## config.mk

```make
export PLATFORM = sky130hd
export DESIGN_NAME = lcd_seg_ctrl
export DESIGN_NICKNAME = d
export VERILOG_FILES = /design/src/lcd_seg_pkg.sv /design/src/lcd_seg_ctrl.sv
export SDC_FILE = /design/constraint.sdc
export NUM_CORES = 1
export LEC_CHECK = 0
export BUFFER_PORTS_ARGS = -buffer_cell sky130_fd_sc_hd__buf_4
export CAP_MARGIN = 20
export CORE_ASPECT_RATIO = 1.2
export CORE_MARGIN = 4
export CORE_UTILIZATION = 35
export CTS_BUF_LIST = sky130_fd_sc_hd__clkbuf_16
export DETAILED_ROUTE_END_ITERATION = 12
export PLACE_DENSITY_LB_ADDON = 0.2
export SETUP_SLACK_MARGIN = 0.3
export SKIP_CTS_REPAIR_TIMING = 1
export SLEW_MARGIN = 25
export SYNTH_ARGS = -nofsm -noshare
export SYNTH_HDL_FRONTEND = slang
export SYNTH_SLANG_ARGS = --single-unit
```

## constraint.sdc

```tcl
create_clock -name sys_clk -period 33.7 [get_ports sys_clk]
set_input_delay 3.37 -clock sys_clk [delete_from_list [all_inputs] [get_ports sys_clk]]
set_output_delay 3.37 -clock sys_clk [all_outputs]
set_load 0.01 [all_outputs]
```

## src/lcd_seg_pkg.sv

```systemverilog
package lcd_seg_pkg;
  // ==========================================================
  // register map (byte addresses on the avalon slave)
  localparam logic [4:0] RAM_W0_OFS = 5'h00;   // ram bytes 0..3, words at 00..0c
  localparam logic [4:0] RAM_W3_OFS = 5'h0c;
  localparam logic [4:0] CTRL_OFS   = 5'h10;
  localparam logic [4:0] STAT_OFS   = 5'h14;
  // ==========================================================
  // control field positions
  localparam int SHOW_BIT  = 4;   // show_ram_enable
  localparam int DUTY_BIT  = 5;   // one third duty when set
  localparam int SRC_BIT   = 3;   // frame_clk_src_sel
  localparam int DIV_HI    = 2;   // frame_clk_div_hi
  localparam int DIV_MID   = 1;   // frame_clk_div_mid
  localparam int DIV_LO    = 0;   // frame_clk_div_lo
  localparam logic [5:0] CTRL_RST = 6'h00;
  // ==========================================================
  // geometry and timing
  localparam int RAM_BYTES   = 16;
  localparam int SEG_COUNT   = 32;
  localparam int COM_COUNT   = 4;
  localparam int PHASE_TICKS = 32;  // 2*4*32 = 256 ticks a frame, 128 Hz at 32.768 kHz
endpackage : lcd_seg_pkg

```

## src/lcd_seg_ctrl.sv

```systemverilog
`timescale 1ns/1ns
// Behaviour
// - with show_ram_enable at 0 (reset) the segments carry blank data, at 1 the ram contents.
// - source select 0 runs the scan from the watch clock undivided, /2 or /4 by the low bits.
// - source select 1 runs the scan from the system clock divided by 2 up to 256 by three bits.
// - in low-power modes a system-clock source drives segments and commons low; frame_pol holds its last level.
// - one-third duty scans three commons instead of four, giving 4/3 the frame rate.
// - each ram byte holds two segments, low nibble even, high nibble odd, bit k is common k+1.
// - software fills the ram with byte or word writes and display starts on enable alone.
module lcd_seg_ctrl (
  input  wire logic        sys_clk,
  input  wire logic        rst,
  input  wire logic [4:0]  address,
  input  wire logic [3:0]  byteenable,
  input  wire logic        read,
  input  wire logic        write,
  input  wire logic [31:0] writedata,
  output logic      [31:0] readdata,
  output logic             waitrequest,
  input  wire logic        watch_clk,
  input  wire logic        sub_clk_mode,
  output logic      [31:0] segment_line,
  output logic      [3:0]  com_line,
  output logic             frame_pol
);
  // ==========================================================
  // state
  typedef struct packed {
    logic                ack;
    logic [31:0]         rdata;
    logic [5:0]          ctrl;
    logic [15:0][7:0]    ram;
    logic [15:0][7:0]    shadow;
    logic [1:0]          wsync;
    logic                wprev;
    logic [1:0]          wcnt;
    logic [7:0]          pre;
    logic [4:0]          phase;
    logic [1:0]          com;
    logic                pol;
    logic                polv;
    logic                running;
    logic [31:0]         seg;
    logic [3:0]          comv;
  } state_s;

  state_s st_r;
  state_s st_nxt;

  // ==========================================================
  // field guide for the state record
  // ack     - high in the one cycle where waitrequest is low
  // rdata   - read data, zero outside the answer cycle
  // ctrl    - display enable, duty and frame clock select bits
  // ram     - software image of the display, sixteen bytes
  // shadow  - copy the scan reads, refreshed only at frame end
  // wsync   - two-flop synchroniser for the watch clock pin
  // wprev   - last synchronised watch level, for edge detect
  // wcnt    - watch edge divider for the /2 and /4 selections
  // pre     - system clock prescaler, /2 up to /256
  // phase   - ticks spent on the current common
  // com     - index of the common being scanned
  // pol     - polarity of the half frame being scanned
  // polv    - polarity as shown at the pins, in step with comv
  // running - status copy: scan clock present
  // seg     - registered segment pattern at the pins
  // comv    - registered one-hot common at the pins
  //
  // hazards kept in mind:
  // - the watch clock is asynchronous, so only the second flop
  //   and the edge detector behind it feed any logic
  // - the segment pattern is taken from the shadow copy, so a
  //   write in mid-frame never tears the pattern being driven
  // - the shadow loads only after both polarities were shown,
  //   which keeps the panel dc-free at the cost of up to one
  //   frame of latency for a new pattern

  logic       req;
  logic       stopped;
  logic       wedge;
  logic       tick;
  logic [7:0] pre_lim;
  logic [1:0] wlim;
  logic [1:0] com_last;
  int         byte_i;

  assign req         = read | write;
  assign waitrequest = req & ~st_r.ack;   // one wait cycle, answer on the second edge
  assign readdata    = st_r.rdata;
  assign segment_line = st_r.seg;
  assign com_line    = st_r.comv;
  assign frame_pol   = st_r.polv;   // aligned with com_line, not with the index

  // ==========================================================
  // next-state logic
  always_comb begin
    st_nxt = st_r;
    byte_i = 0;
    // bus slave: answer one cycle after the request is seen
    st_nxt.ack   = req & ~st_r.ack;
    st_nxt.rdata = 32'h0;   // zero outside the answer cycle, unmapped reads too
    // reads decode while waitrequest is high; data stands in the answer cycle
    if (read && !st_r.ack) begin
      if (address <= lcd_seg_pkg::RAM_W3_OFS && address[1:0] == 2'b00) begin
        for (int b = 0; b < 4; b++) begin
          byte_i = int'(address[3:2]) * 4 + b;
          st_nxt.rdata[b*8 +: 8] = st_r.ram[byte_i];
        end
      end else if (address == lcd_seg_pkg::CTRL_OFS) begin
        st_nxt.rdata = {26'h0, st_r.ctrl};
      end else if (address == lcd_seg_pkg::STAT_OFS) begin
        st_nxt.rdata = {27'h0, st_r.running, st_r.pol, st_r.com, 1'b0};
      end
    end
    // writes land only at the edge where waitrequest is seen low,
    // so a master that gives up early never leaves a half write
    if (write && st_r.ack) begin
      if (address <= lcd_seg_pkg::RAM_W3_OFS && address[1:0] == 2'b00) begin
        for (int b = 0; b < 4; b++) begin
          byte_i = int'(address[3:2]) * 4 + b;
          if (byteenable[b]) begin
            st_nxt.ram[byte_i] = writedata[b*8 +: 8];
          end
        end
      end else if (address == lcd_seg_pkg::CTRL_OFS && byteenable[0]) begin
        st_nxt.ctrl = writedata[5:0];
      end
    end

    // watch clock comes from a pin: two flops before any use
    st_nxt.wsync = {st_r.wsync[0], watch_clk};
    st_nxt.wprev = st_r.wsync[1];
    wedge = st_r.wsync[1] & ~st_r.wprev;

    // system clock halted in low-power modes
    stopped = st_r.ctrl[lcd_seg_pkg::SRC_BIT] & sub_clk_mode;

    // tick generation for the scan
    tick = 1'b0;
    wlim = st_r.ctrl[lcd_seg_pkg::DIV_MID] ? 2'd3 :
           (st_r.ctrl[lcd_seg_pkg::DIV_LO] ? 2'd1 : 2'd0);
    pre_lim = 8'((9'd2 << st_r.ctrl[lcd_seg_pkg::DIV_HI:lcd_seg_pkg::DIV_LO]) - 9'd1);
    if (st_r.ctrl[lcd_seg_pkg::SRC_BIT]) begin
      st_nxt.wcnt = 2'd0;
      if (stopped) begin
        st_nxt.pre = 8'h00;
      end else if (st_r.pre >= pre_lim) begin
        st_nxt.pre = 8'h00;
        tick = 1'b1;
      end else begin
        st_nxt.pre = st_r.pre + 8'd1;
      end
    end else begin
      st_nxt.pre = 8'h00;
      if (wedge) begin
        if (st_r.wcnt >= wlim) begin
          st_nxt.wcnt = 2'd0;
          tick = 1'b1;
        end else begin
          st_nxt.wcnt = st_r.wcnt + 2'd1;
        end
      end
    end

    // common scan: each common twice per frame, once per polarity
    com_last = st_r.ctrl[lcd_seg_pkg::DUTY_BIT] ? 2'd2 : 2'd3;
    st_nxt.running = ~stopped;
    if (tick) begin
      if (st_r.phase == 5'(lcd_seg_pkg::PHASE_TICKS - 1)) begin
        st_nxt.phase = 5'd0;
        if (st_r.com >= com_last) begin
          st_nxt.com = 2'd0;
          st_nxt.pol = ~st_r.pol;
          if (st_r.pol) begin
            st_nxt.shadow = st_r.ram;
          end
        end else begin
          st_nxt.com = st_r.com + 2'd1;
        end
      end else begin
        st_nxt.phase = st_r.phase + 5'd1;
      end
    end

    // segment and common drive from the shadow copy only
    // polarity follows the pin pipeline so it flips together with common 1
    st_nxt.polv = st_r.pol;
    st_nxt.comv = 4'h0;
    st_nxt.seg  = 32'h0;
    if (!stopped) begin
      st_nxt.comv = 4'h1 << st_r.com;
      for (int s = 0; s < lcd_seg_pkg::SEG_COUNT; s++) begin
        // blank data unless enabled, no start trigger needed
        st_nxt.seg[s] = st_r.ctrl[lcd_seg_pkg::SHOW_BIT] &
                        st_r.shadow[s/2][(s%2)*4 + int'(st_r.com)];
      end
    end
  end

  // ==========================================================
  // state register
  always_ff @(posedge sys_clk or posedge rst) begin
    if (rst) begin
      st_r      <= '0;
      st_r.ctrl <= lcd_seg_pkg::CTRL_RST;
    end else begin
      st_r <= st_nxt;
    end
  end
endmodule : lcd_seg_ctrl

```

==> impl_metrics.ini <==
[setup_path]
startpoint = write
critPathMaxFanout = 4
crit_arrival_ns = 3.80
crit_family = buffers and inverters
r2r-start = st_r[315]
crit_buf_inv = 2
r2r_cells = 12
cpPeakStageDelay_ns = 0.14
critical_path.cell_chain = buf_4 > nor2_1 > nor2_1 > buf_4
crit_required_ns = 30.33
start_kind = input pin
cpMaxStageDelayCell = buf_4
ff2ff_setup_slack_ns = 28.68
rr_endpoint = st_r[103]
path_class = in2out
critical_path.endpoint_type = primary output

[flow_run]
maxCapViolCount = 0

[global_route]
grt_antenna_before_repair = 0
gr-total-overflow = 0
grt_max_degree = 114
grt_usage_pct = 15.5
grt_pass1_wl_um = 57700
grt_pass1_vias = 9287

[logic_synthesis]
synth_area_leaders = dfrtp_1 57%, mux2_2 19%, mux4_2 9.3%
yosysTopAreaCellShare_pct = 57.1
synth_area_mm2 = 0.0155
yosys_warnings = 0
ys.flop_type = dfrtp_1
syn_inst = 1022
synth_top_cell_by_area = dfrtp_1
synth_area_per_cell_um2 = 15.2
ys_seq_area_share_pct = 57.1
yosys.area_share.simple_pct = 5.40
synth_compound_gate_area_share_pct = 1.52
synth_seq_cells = 354
synthDistinctLibCells = 46
muxShareOfSynthArea_pct = 28.4
synth_xor_area_share_pct = 0.508
synth_top_cells_by_count = 354 x dfrtp_1, 261 x mux2_2, 68 x buf_4
synth_top_family_by_area = multiplexers
synth_adder_area_share_pct = 1.45
synth_edf_count = 0
synth-async-reset-ratio_pct = 100
yosysMostFrequentCell = dfrtp_1
syn_nets = 1087

[floorplanning]
initial_core_util_pct = 35.4
boundaryPins = 117
dieWidth_um = 200
fp.coreArea_mm2 = 0.0438
fp.dieH_um = 239
fp.dieArea_mm2 = 0.0478
rows = 84

[routing]
drt_pre_antenna_iters = 4
wirelength_met1_um = 16100
top_layer = met4
ant_nets = 0
dr_total_vias = 8372
dr_wl_met2_um = 18300
met3_length_um = 1470
drt_wl_total_um = 36700
wire_per_inst_um = 22.2
via_per_inst = 5.05
drc = 0
drtIter0Drc = 351

[sta]
skew_ns = 0.0184
maxSlewViolCount = 0
max_slew_margin_pct = 39.6
finalCritPeriodShare_pct = 21.3
min_period_ns = 7.17
setup-tns-final_ns = 0
rsz0062_at_grt = no
worst_slew_pin_slew_ns = 0.906
hold_viol = 0
max_freq_mhz = 140
setup_violations = 0

[min_path]
min_to = st_nxt[56]
min_path_cells = 0
hp-start = st_nxt[58]
min_path_type = reg2reg

[cells_and_area]
areaGrowthSynthToFinish_pct = 12.7
multiInputGateArea_mm2 = 0.00578
regArea_mm2 = 0.00886
final_cells = 1657
finalNetCount = 1139
drive_gt1_share_pct = 46.4
antenna_cells = 0
fillers = 4065

[clock_tree]
clk_pin_slew_ns = 0.06
cts_made_buffers = 39
cts_root_buf = clkbuf_16
clock_sinks = 354
cts_htree_levels = 2
clkLatencyLatePin_ns = 0.54
cts_tree = built
clockBufferDepth = 3

[placed_design]
place_congestion = 0.742
io_buffers = 116
dp_hpwl_um = 22800
placed_cells = 1592

[power_and_ir_drop]
ir_worst_vdd_v = 0.0000366
p_leak_uw = 0.00883
pwr_density_cell_mw_per_mm2 = 51.6

[run_status]
status = completed
## cells in the final DEF, fill, tap and decap left out, types with 3 or more instances in the layout
| master | netlist | routed |
|---|---|---|
| a22oi_1 | 3 | 3 |
| a21oi_1 | 4 | 4 |
| inv_6 | 0 | 4 |
| nand2b_1 | 3 | 3 |
| nor2_1 | 26 | 26 |
| nor3_1 | 4 | 4 |
| and2_1 | 7 | 7 |
| inv_1 | 11 | 21 |
| nand2_1 | 25 | 25 |
| buf_4 | 68 | 128 |
| and3_1 | 39 | 39 |
| ha_1 | 18 | 18 |
| xor2_1 | 7 | 7 |
| nand3_1 | 9 | 9 |
| nor2b_1 | 29 | 29 |
| dfrtp_1 | 354 | 352 |
| mux4_2 | 64 | 64 |
| clkinv_2 | 0 | 4 |
| mux2_2 | 261 | 261 |
| clkinv_1 | 0 | 6 |
| nor3b_1 | 3 | 3 |
| clkbuf_16 | 0 | 39 |
| o21ai_0 | 7 | 7 |
| a222oi_1 | 4 | 4 |
## worst reg2reg max path, delay by kind of cell, from the launching register on
| family | cells | cell delay [ns] |
|---|---|---|
| compound gates | 5 | 1.11 |
| mux | 1 | 0.44 |
| buf+inv | 2 | 1.33 |
| flops | 1 | 0.47 |
| simple gates | 2 | 1.06 |
| fa+ha+maj | 2 | 0.47 |
## state kept, by name, summed over array words and instances, names as in the netlist
register,cells
st_nxt,3
readdata,32
frame_pol,1
st_r,282
segment_line,32
com_line,4
## cell type report
type / count / share of cell area [%]
flip-flops and latches: 354 / 50.7
multi-input cells: 540 / 33.1
clock buffers: 39 / 5.59
repair buffers: 128 / 5.50
well taps: 559 / 4.00
clock inverters: 26 / 0.852
inverters: 11 / 0.279
## where the power goes
| part | total, µW | internal, µW | switching [µW] |
|---|---|---|---|
| logic | 60.1 | 28.7 | 31.4 |
| registers | 457 | 442 | 14.6 |
| clock network | 385 | 217 | 168 |
| total | 902 | 688 | 214 |
## per-layer routing
metal | vias to the layer above | GRT usage, %
li1 | 3717 | -
met1 | 4441 | 20.6
met2 | 169 | 26.6
met3 | 45 | 2.73
met4 | 0 | 4.13
met5 | - | 0
## through the flow
step                      power [µW]  setup slack (ns)  hold WS [ns]  cell area [µm²]  utilization (%)
after floorplan                  501             20.51         0.331            15500                -
after global placement           525             26.53         0.335            16300             37.3
after detailed placement         527             26.53         0.338            16300             37.3
after CTS                        919             26.53         0.351            17500             39.9
after global routing             944             26.51         0.355            17500             39.9
final                            902             26.53         0.349            17500             39.9
## worst max-delay path by stage
| stage | end | slack, ns | cells past startpoint |
|---|---|---|---|
| final | waitrequest | 26.53 | 4 |
| after global routing | waitrequest | 26.51 | 4 |
| after CTS | waitrequest | 26.53 | 4 |
| after detailed placement | waitrequest | 26.53 | 4 |
| after global placement | waitrequest | 26.53 | 4 |
| after floorplan | com_line[0] | 20.51 | 1 |
## cell families (layout without fill, tap and decap cells)
group,after synthesis,in the layout
AO/OA/AOI/OAI,32,32
XOR/XNOR,9,9
adder cells (fa/ha/maj),18,18
buffers and inverters,128,204
flip-flops,354,354
multiplexers,327,327
AND/OR/NAND/NOR,154,154
Note: power is estimated with default switching activity, not from simulation.
